## src/verilog/cff_consts.svh

```systemverilog
`ifndef CFF_CONSTS_SVH
`define CFF_CONSTS_SVH

// Parameter access offsets
`define CFF_OFF_FRICTION_COMP 16'h01BA
`define CFF_OFF_OVERALL_FOLD 16'h01BC
`define CFF_OFF_U_WINDING 16'h01BE

// Reset values
`define CFF_RST_FRICTION_COMP 32'h0000_0000
`define CFF_RST_OVERALL_FOLD 32'h0000_0000
`define CFF_RST_U_WINDING 32'h0000_0000
`define CFF_RST_ESTIMATE 32'h7FFF_FFFF

// Largest overall limit, 2147483.647 A in mA steps
`define CFF_FOLD_MAX 32'h7FFF_FFFF

// Current-loop update timing
`define CFF_CLOCK_PERIOD_NS 10
`define CFF_LOOP_PERIOD_NS 16000
`define CFF_LOOP_CYCLES (`CFF_LOOP_PERIOD_NS / `CFF_CLOCK_PERIOD_NS)

`endif

```

## src/verilog/cff_pkg.sv

```systemverilog
package cff_pkg;

  // Operating mode codes as seen on the mode select input
  typedef enum logic [1:0] {
    CFF_MODE_TORQUE   = 2'b00,
    CFF_MODE_VELOCITY = 2'b01,
    CFF_MODE_POSITION = 2'b10,
    CFF_MODE_SPARE    = 2'b11
  } cff_opmode_e;

  // Currents in mA, unsigned magnitudes
  typedef logic [31:0] cff_current_t;

endpackage : cff_pkg

```

## src/verilog/cff_top.sv

```systemverilog
`timescale 1ns/1ps
`default_nettype none
`include "cff_consts.svh"

// How it works
// - Warn when overall limit below warning level
// - Add command-slope sign times friction value
// - Friction only in velocity or position mode
// - Friction value 0 to min(limit, peak)
// - Drive and motor estimators run side by side
// - Overall limit is min of both estimates
// - Lower foldback limit replaces applied limit
// - Drive estimate not clamped to peak currents
// - Overall limit read-only, 0 to 2147483.647 A
// - Read-only u current, clamped to drive peak
// - Below fault level: fault, drive disabled
// - Fault level is min of three values
module cff_top
  import cff_pkg::*;
#(
  parameter int unsigned LOOP_CYCLES = `CFF_LOOP_CYCLES,
  parameter int unsigned DRIVE_SHIFT = 4,
  parameter int unsigned MOTOR_SHIFT = 6
) (
  input wire logic clock_i,
  input wire logic reset_i,
  // Parameter access port
  input wire logic [15:0] reg_addr_i,
  input wire logic reg_wr_i,
  input wire logic reg_rd_i,
  input wire logic [31:0] reg_wdata_i,
  output logic [31:0] reg_rdata_o,
  output logic reg_ack_o,
  output logic reg_err_o,
  // Configuration levels, mA
  input wire logic [31:0] foldback_warn_level_i,
  input wire logic [31:0] user_fault_level_i,
  input wire logic [31:0] user_positive_current_limit_i,
  input wire logic [31:0] motor_peak_current_i,
  input wire logic [31:0] drive_peak_current_i,
  input wire logic [1:0] operating_mode_select_i,
  // Estimator parameter sets
  input wire logic [31:0] drive_cont_current_i,
  input wire logic [31:0] drive_fold_ceiling_i,
  input wire logic [31:0] motor_cont_current_i,
  input wire logic [31:0] motor_fold_ceiling_i,
  // Current loop side
  input wire logic signed [31:0] pos_cmd_deriv_i,
  input wire logic signed [31:0] current_cmd_i,
  input wire logic signed [31:0] u_current_meas_i,
  input wire logic drive_enable_req_i,
  input wire logic fault_clear_i,
  output logic signed [31:0] current_cmd_o,
  output logic [31:0] active_current_limit_o,
  output logic [31:0] drive_fold_limit_o,
  output logic [31:0] motor_fold_limit_o,
  output logic foldback_warn_o,
  output logic foldback_fault_o,
  output logic fault_event_o,
  output logic drive_enable_o,
  output logic loop_tick_o
);

  localparam logic [31:0] LoopLast = 32'(LOOP_CYCLES - 1);

  initial begin
    if (LOOP_CYCLES < 2) begin
      $error("cff_top: LOOP_CYCLES must be at least 2");
    end
    if (DRIVE_SHIFT > 31 || MOTOR_SHIFT > 31) begin
      $error("cff_top: estimator shifts must be below 32");
    end
  end

  // Smaller of two unsigned currents, used for the overall, fault, active and friction limits
  function automatic logic [31:0] cff_min(input logic [31:0] a, input logic [31:0] b);
    cff_min = (a < b) ? a : b;
  endfunction : cff_min

  // Saturating signed add, keeps the command from wrapping
  function automatic logic signed [31:0] cff_sat_add(input logic signed [31:0] a,
                                                     input logic signed [31:0] b);
    logic signed [32:0] sum;
    sum = 33'(a) + 33'(b);
    if (sum > 33'sh0_7FFF_FFFF) begin
      cff_sat_add = 32'sh7FFF_FFFF;
    end else if (sum < -33'sh0_8000_0000) begin
      cff_sat_add = 32'sh8000_0000;
    end else begin
      cff_sat_add = sum[31:0];
    end
  endfunction : cff_sat_add

  logic [31:0] loop_count;
  logic loop_tick;
  logic [31:0] friction_comp_value;
  logic [31:0] overall_foldback_limit;
  logic [31:0] u_winding_current;
  logic [31:0] drive_fold_limit;
  logic [31:0] motor_fold_limit;
  logic [31:0] load_mag;
  logic [31:0] next_overall;
  logic [31:0] fault_level;
  logic [31:0] friction_ceiling;
  logic [31:0] friction_wr;
  logic signed [31:0] friction_term;
  logic signed [31:0] next_u_current;
  logic friction_enable;
  logic next_fault;
  logic addr_known;

  // Loop-rate enable; one pulse per current-loop update
  always_ff @(posedge clock_i) begin
    if (reset_i) begin
      loop_count <= 32'h0000_0000;
      loop_tick <= 1'b0;
    end else begin
      loop_tick <= (loop_count == LoopLast);
      loop_count <= (loop_count == LoopLast) ? 32'h0000_0000 : loop_count + 32'h0000_0001;
    end
  end

  // Estimators load on the measured phase magnitude
  always_comb begin
    load_mag = u_current_meas_i[31] ? 32'(-u_current_meas_i) : u_current_meas_i;
  end

  // Both estimators share one update tick
  cff_estimator #(
    .DECAY_SHIFT(DRIVE_SHIFT)
  ) u_drive_est (
    .clock_i(clock_i),
    .reset_i(reset_i),
    .tick_i(loop_tick),
    .load_i(load_mag),
    .cont_i(drive_cont_current_i),
    .ceiling_i(drive_fold_ceiling_i),
    .limit_o(drive_fold_limit)
  );

  cff_estimator #(
    .DECAY_SHIFT(MOTOR_SHIFT)
  ) u_motor_est (
    .clock_i(clock_i),
    .reset_i(reset_i),
    .tick_i(loop_tick),
    .load_i(load_mag),
    .cont_i(motor_cont_current_i),
    .ceiling_i(motor_fold_ceiling_i),
    .limit_o(motor_fold_limit)
  );

  // Drive estimate taken as is; peak currents never trim it
  always_comb begin
    next_overall = cff_min(drive_fold_limit, motor_fold_limit);
    if (next_overall > `CFF_FOLD_MAX) begin
      next_overall = `CFF_FOLD_MAX;
    end
  end

  // Effective fault level from three sources
  always_comb begin
    fault_level = cff_min(cff_min(drive_peak_current_i, motor_peak_current_i),
                          user_fault_level_i);
  end

  // Overall limit and the two estimate outputs, refreshed each loop update
  always_ff @(posedge clock_i) begin
    if (reset_i) begin
      overall_foldback_limit <= `CFF_RST_OVERALL_FOLD;
      drive_fold_limit_o <= `CFF_RST_OVERALL_FOLD;
      motor_fold_limit_o <= `CFF_RST_OVERALL_FOLD;
    end else if (loop_tick) begin
      overall_foldback_limit <= next_overall;
      drive_fold_limit_o <= drive_fold_limit;
      motor_fold_limit_o <= motor_fold_limit;
    end
  end

  // Active limit; the user limit stands until foldback drops below it
  always_ff @(posedge clock_i) begin
    if (reset_i) begin
      active_current_limit_o <= 32'h0000_0000;
    end else if (loop_tick) begin
      active_current_limit_o <= cff_min(next_overall, user_positive_current_limit_i);
    end
  end

  // Warning follows the level, no latching, the host owns the level
  always_ff @(posedge clock_i) begin
    if (reset_i) begin
      foldback_warn_o <= 1'b0;
    end else if (loop_tick) begin
      foldback_warn_o <= (next_overall < foldback_warn_level_i);
    end
  end

  // Fault is sticky; a new trip beats a clear in the same cycle
  always_comb begin
    next_fault = loop_tick && (next_overall < fault_level);
  end

  always_ff @(posedge clock_i) begin
    if (reset_i) begin
      foldback_fault_o <= 1'b0;
      fault_event_o <= 1'b0;
    end else begin
      fault_event_o <= next_fault && !foldback_fault_o;
      if (next_fault) begin
        foldback_fault_o <= 1'b1;
      end else if (fault_clear_i) begin
        foldback_fault_o <= 1'b0;
      end
    end
  end

  // Output stage cut off at the same edge the fault latches
  always_ff @(posedge clock_i) begin
    if (reset_i) begin
      drive_enable_o <= 1'b0;
    end else begin
      drive_enable_o <= drive_enable_req_i && !foldback_fault_o && !next_fault;
    end
  end

  // Friction only where a position command slope means motion intent
  always_comb begin
    friction_enable = (operating_mode_select_i == CFF_MODE_VELOCITY) ||
                      (operating_mode_select_i == CFF_MODE_POSITION);
    if (!friction_enable || pos_cmd_deriv_i == 32'sh0000_0000) begin
      friction_term = 32'sh0000_0000;
    end else if (pos_cmd_deriv_i[31]) begin
      friction_term = -$signed(friction_comp_value);
    end else begin
      friction_term = $signed(friction_comp_value);
    end
  end

  // Command out with friction injected, once per loop update
  always_ff @(posedge clock_i) begin
    if (reset_i) begin
      current_cmd_o <= 32'sh0000_0000;
    end else if (loop_tick) begin
      current_cmd_o <= cff_sat_add(current_cmd_i, friction_term);
    end
  end

  // Reported u current limited to the drive peak either way
  always_comb begin
    next_u_current = u_current_meas_i;
    if (load_mag > drive_peak_current_i) begin
      next_u_current = u_current_meas_i[31] ? -$signed(drive_peak_current_i)
                                            : $signed(drive_peak_current_i);
    end
  end

  always_ff @(posedge clock_i) begin
    if (reset_i) begin
      u_winding_current <= `CFF_RST_U_WINDING;
    end else if (loop_tick) begin
      u_winding_current <= next_u_current;
    end
  end

  // Writes above the ceiling are clamped, not refused
  always_comb begin
    friction_ceiling = cff_min(user_positive_current_limit_i, motor_peak_current_i);
    friction_wr = cff_min(reg_wdata_i, friction_ceiling);
  end

  always_ff @(posedge clock_i) begin
    if (reset_i) begin
      friction_comp_value <= `CFF_RST_FRICTION_COMP;
    end else if (reg_wr_i && reg_addr_i == `CFF_OFF_FRICTION_COMP) begin
      friction_comp_value <= friction_wr;
    end else if (friction_comp_value > friction_ceiling) begin
      // Ceiling may drop after the write; keep the value legal
      friction_comp_value <= friction_ceiling;
    end
  end

  always_comb begin
    addr_known = (reg_addr_i == `CFF_OFF_FRICTION_COMP) ||
                 (reg_addr_i == `CFF_OFF_OVERALL_FOLD) ||
                 (reg_addr_i == `CFF_OFF_U_WINDING);
  end

  // Access answer one cycle later; read-only targets reject writes
  always_ff @(posedge clock_i) begin
    if (reset_i) begin
      reg_rdata_o <= 32'h0000_0000;
      reg_ack_o <= 1'b0;
      reg_err_o <= 1'b0;
    end else begin
      reg_ack_o <= reg_wr_i || reg_rd_i;
      reg_err_o <= (reg_wr_i || reg_rd_i) &&
                   (!addr_known || (reg_wr_i && reg_addr_i != `CFF_OFF_FRICTION_COMP));
      if (reg_rd_i) begin
        case (reg_addr_i)
          `CFF_OFF_FRICTION_COMP: reg_rdata_o <= friction_comp_value;
          `CFF_OFF_OVERALL_FOLD: reg_rdata_o <= overall_foldback_limit;
          `CFF_OFF_U_WINDING: reg_rdata_o <= u_winding_current;
          default: reg_rdata_o <= 32'h0000_0000;
        endcase
      end
    end
  end

  // Loop tick exported so the loop can latch the new command
  always_ff @(posedge clock_i) begin
    if (reset_i) begin
      loop_tick_o <= 1'b0;
    end else begin
      loop_tick_o <= loop_tick;
    end
  end

endmodule : cff_top

`default_nettype wire

```

## src/verilog/cff_estimator.sv

```systemverilog
`timescale 1ns/1ps
`default_nettype none

module cff_estimator
  import cff_pkg::*;
#(
  parameter int unsigned DECAY_SHIFT = 4
) (
  input wire logic clock_i,
  input wire logic reset_i,
  input wire logic tick_i,
  input wire logic [31:0] load_i,
  input wire logic [31:0] cont_i,
  input wire logic [31:0] ceiling_i,
  output logic [31:0] limit_o
);

  `include "cff_consts.svh"

  initial begin
    if (DECAY_SHIFT > 31) begin
      $error("cff_estimator: DECAY_SHIFT must be below 32");
    end
  end

  logic [31:0] delta;
  logic [32:0] rise;
  logic [31:0] next_limit;

  // Above continuous the limit drains, below it refills toward the ceiling
  always_comb begin
    delta = 32'h0000_0000;
    rise = 33'h0_0000_0000;
    next_limit = limit_o;
    if (load_i > cont_i) begin
      delta = (load_i - cont_i) >> DECAY_SHIFT;
      next_limit = (limit_o > delta) ? (limit_o - delta) : 32'h0000_0000;
    end else begin
      delta = (cont_i - load_i) >> DECAY_SHIFT;
      rise = {1'b0, limit_o} + {1'b0, delta};
      next_limit = (rise > {1'b0, ceiling_i}) ? ceiling_i : rise[31:0];
    end
    // Ceiling is its own figure, not a peak current
    if (next_limit > ceiling_i) begin
      next_limit = ceiling_i;
    end
  end

  // Updated once per current-loop cycle
  always_ff @(posedge clock_i) begin
    if (reset_i) begin
      limit_o <= `CFF_RST_ESTIMATE;
    end else if (tick_i) begin
      limit_o <= next_limit;
    end
  end

endmodule : cff_estimator

`default_nettype wire

```

## config.mk

```make
export PLATFORM = sky130hd
export DESIGN_NAME = cff_top
export DESIGN_NICKNAME = d
export VERILOG_FILES = /design/src/verilog/cff_pkg.sv /design/src/verilog/cff_top.sv /design/src/verilog/cff_estimator.sv
export VERILOG_INCLUDE_DIRS = /design/src /design/src/verilog
export SDC_FILE = /design/constraint.sdc
export NUM_CORES = 2
export LEC_CHECK = 0
export BUFFER_PORTS_ARGS = -buffer_cell sky130_fd_sc_hd__buf_2
export CAP_MARGIN = 20
export CELL_PAD_IN_SITES_DETAIL_PLACEMENT = 1
export CELL_PAD_IN_SITES_GLOBAL_PLACEMENT = 1
export CORE_ASPECT_RATIO = 1.2
export CORE_UTILIZATION = 28
export DETAILED_ROUTE_END_ITERATION = 12
export GPL_TIMING_DRIVEN = 0
export PLACE_DENSITY = 0.65
export SLEW_MARGIN = 0
export SYNTH_ARGS = -nofsm -noshare
export SYNTH_HDL_FRONTEND = slang
export SYNTH_SLANG_ARGS = --single-unit
```

## constraint.sdc

```tcl
create_clock -name clock_i -period 35 [get_ports clock_i]
set_input_delay 5.25 -clock clock_i [delete_from_list [all_inputs] [get_ports clock_i]]
set_output_delay 5.25 -clock clock_i [all_outputs]
set_load 0.005 [all_outputs]
```

==> qor.csv <==
stage,metric,value,unit
run_status,status,finished clean,
place,placed insts,8460,
clocking,Clock Tree Buf Depth,3,
yosys,"top cells by area, synth","ha_1, dfxtp_1, mux2i_1",
floorplan,die width,364.1,um
yosys,"EDFF count, synth",0,
critical_path,CP Data Required Time,35.55,ns
floorplan,Die ar.,0.1589,mm2
clocking,CTS root buffer,clkbuf_16,
final_layout,layout overhead on the synthesized area,18.63,%
critical_path,end of the worst register-to-register path,u_motor_est.limit_o[30],
global_route,GRT overflow,0,
sta,Slew HR,0.1757,
final_layout,Finished Layout Cells,8588,
place,HPWL after detailed placement,223.9,mm
yosys,Synth Flop Type,dfxtp_1,
clocking,Skew-Pair Late Insertion Delay,0.75,ns
critical_path,CP Class,in2reg,
critical_path,crit path launch type,input port,
final_layout,# nets final,7567,
global_route,number of global-route vias before repair,49730,
power_and_ir_drop,total power draw,2.602,mW
sta,crit path time final,20.47,ns
critical_path,crit path capture type,register,
critical_path,Max stage delay on crit path,0.79,ns
floorplan,FP Rows,159,
drt,DRC viols,0,
yosys,most common cell in the netlist,ha_1,
critical_path,Worst Reg-to-Reg Cells,33,
flow_run,maxcap violations,0,
floorplan,starting density of the core,0.2817,
global_route,largest net degree at the start of global routing,15,
yosys,Mapped Cells,5715,
sta,RSZ-0062 raised after global routing,no,
critical_path,crit path DAT,21.02,ns
critical_path,CP Capture Point,u_motor_est.limit_o[30],
yosys,asr flop ratio synth,0,
critical_path,"Slowest-stage cell, CP",o21ai_1,
clocking,Setup Buffers After CTS,0,
yosys,Syn Area/Cell,7.708,um2
sta,Max Fclk,48.86,MHz
yosys,Commonest cells post-synth,"ha_1, nor2_1, inv_1",
yosys,Post-Syn Area,0.04405,mm2
yosys,synth warn,0,
clocking,clock sinks,360,
final_layout,area of the multi-input gates,0.03418,mm2
power_and_ir_drop,net switching power,1.283,mW
clocking,Post-CTS Resized,0,
sta,clock skew,0.08840,ns
power_and_ir_drop,P_int,1.318,mW
sta,Tightest Pin Transition,1.236,ns
sta,final worst-path cycle share,0.5848,
clocking,total CTS buffers,49,
sta,Slew Limit Fails,0,
global_route,GRT Util Overall,0.3174,
min_path,HP Class,reg2reg,
clocking,clk slew on worst S/H paths,0.06,ns
power_and_ir_drop,Leak,24.77,nW
drt,via count,49450,
power_and_ir_drop,Seq pwr share,0.158,
yosys,area share of the largest cell type after synthesis,0.1997,
drt,remaining antenna violation count,0,
global_route,first-pass GRT wire length,361.0,mm
sta,# setup viols final,0,
floorplan,Core Box Area,0.1564,mm2
sta,Final Hold Viols,0,
clocking,hold_buf cts,0,
yosys,synth unique cells,101,
power_and_ir_drop,Comb pwr share,0.618,
drt,Routed WL per cell,30.56,um
floorplan,Ports,607,
critical_path,Critical R2R Launch,u_motor_est.limit_o[1],
drt,Initial DRT Pass Iterations,5,
drt,DR iter-0 viols,3804,
power_and_ir_drop,Clock power frac,0.224,
yosys,Synth Register Bits,360,
final_layout,Fillers,19310,
sta,Fin Setup TNS,0,ns
critical_path,crit-path most repeated cell,clkbuf_1,
final_layout,register area,0.007207,mm2
drt,vias per cell,5.758,
place,routability cong.,1.003,
power_and_ir_drop,Sw Share,0.4933,
place,Buffers on Ports,603,
final_layout,layout cell share with drive strength beyond 1,0.1375,
clocking,CTS tree,done,
global_route,initial antenna violation count,71,
yosys,cell taking the most area after synthesis,ha_1,
critical_path,R2R Setup Slk,23.94,ns
power_and_ir_drop,power per cell area,49.79,mW/mm2
floorplan,die height,436.5,um
critical_path,worst setup path startpoint,u_current_meas_i[31],
power_and_ir_drop,maximum vdd ir drop,0.03595,mV
clocking,H-tree depth,2,
drt,routed wire length,262.4,mm
sta,Min Hold Slack,0.4450,ns
critical_path,"Max FO, Critical Path",10,
yosys,sequential area share after synthesis,0.1636,
[cell type report]
cell class,count,share of cell area
clock inverters,29,0.008117
multi-input cells,4637,0.6540
diodes,39,0.001868
inverters,462,0.03319
plain buffers,258,0.01954
flip-flops and latches,360,0.1379
well taps,2093,0.05011
clock buffers,59,0.02533
repair buffers,651,0.06989
[power groups by stage]
stage / logic, mW / clock network [mW] / registers (mW)
final: 1.61 / 0.583 / 0.411
after global routing: 1.74 / 0.601 / 0.410
after CTS: 1.57 / 0.588 / 0.411
after detailed placement: 1.56 / 0 / 0.420
after global placement: 1.53 / 0 / 0.420
after floorplan: 1.04 / 0 / 0.420
[kinds of logic (layout without fill, tap and decap cells)]
group	count (synthesis)	in the layout	share of synthesized area
AO/OA/AOI/OAI	1680	1680	0.2589
XOR/XNOR	334	334	0.06641
adder cells (fa/ha/maj)	708	708	0.2020
buffers and inverters	720	1459	0.06238
flip-flops	360	360	0.1636
multiplexers	299	299	0.06897
other	1	42	0.00008513
AND/OR/NAND/NOR	1613	1613	0.1777
[cells in the final DEF (no fill, tap or decap), types with 23 or more instances in the layout]
cell       synthesis  final
nand2_1          341    341
o31ai_1           37     36
xnor2_1          206    206
a31oi_1           43     43
clkbuf_16          0     49
nor3_1           103    103
o21ai_0          326    326
and3_1            43     43
or3_1             35     35
and2_1            52     52
mux2_2            36     36
nor2b_1           96     96
a22o_1            65     65
o21a_1            78     78
nand3_1          120    120
nor2_1           502    502
ha_1             703    703
o221ai_1          28     28
inv_1            456    456
nand2b_1          48     48
nand4_1          141    141
o21bai_1          33     33
a221o_1           46     46
nor4_1            50     49
o211ai_1          36     36
buf_2             27    633
clkbuf_1         210    209
diode_2            0     39
dfxtp_1          360    360
xor2_1           128    128
a211oi_1          56     56
mux2i_1          263    248
a21o_1           256    256
a21oi_1          382    382
o311ai_0          24     23
[per-layer routing]
layer  vias up  track usage  share of wire
met5         -            0        0.00078
li1      22370            -              -
met4        34       0.2034          0.071
met3       540      0.06591          0.080
met1     24470       0.3691           0.39
met2      2035       0.5262           0.46
[how the worst min path moves through the flow]
stage                            endpoint                   from  slack, ns  depth (start not counted)
floorplan           u_winding_current[11]  u_winding_current[11]       0.42                          2
global route            current_cmd_o[21]      current_cmd_o[21]       0.47                          2
detailed placement      current_cmd_o[22]      current_cmd_o[22]       0.44                          2
global placement         current_cmd_o[5]       current_cmd_o[5]       0.43                          2
CTS                     current_cmd_o[22]      current_cmd_o[22]       0.45                          2
finish                  current_cmd_o[22]      current_cmd_o[22]       0.45                          2
[state kept, by name, indices dropped and copies added, names as in the netlist]
signal	count
active_current_limit_o	32
current_cmd_o	32
drive_enable_o	1
drive_fold_limit_o	32
fault_event_o	1
foldback_fault_o	1
foldback_warn_o	1
friction_comp_value	32
loop_count	32
loop_tick	1
loop_tick_o	1
motor_fold_limit_o	32
overall_foldback_limit	32
reg_ack_o	1
reg_err_o	1
reg_rdata_o	32
u_drive_est.limit_o	32
u_motor_est.limit_o	32
u_winding_current	32
[critical path: cells and delay by family]
kind / cells / cell delay (ns)
compound gates: 17 / 5.00
simple gates: 13 / 4.15
buf+inv: 10 / 4.09
fa+ha+maj: 4 / 1.29
xor+xnor: 3 / 0.90
mux: 1 / 0.25
[metrics by stage]
stage / cell area, um2 / setup WS, ns / util
2_1_floorplan: 44060 / 19.89 / -
3_3_place_gp: 49690 / 14.64 / 0.3178
3_5_place_dp: 50390 / 14.39 / 0.3223
4_1_cts: 52140 / 15.06 / 0.3335
5_1_grt: 52210 / 14.21 / 0.3339
6_report: 52260 / 14.53 / 0.3342
Note: power is estimated with default switching activity, not from simulation.
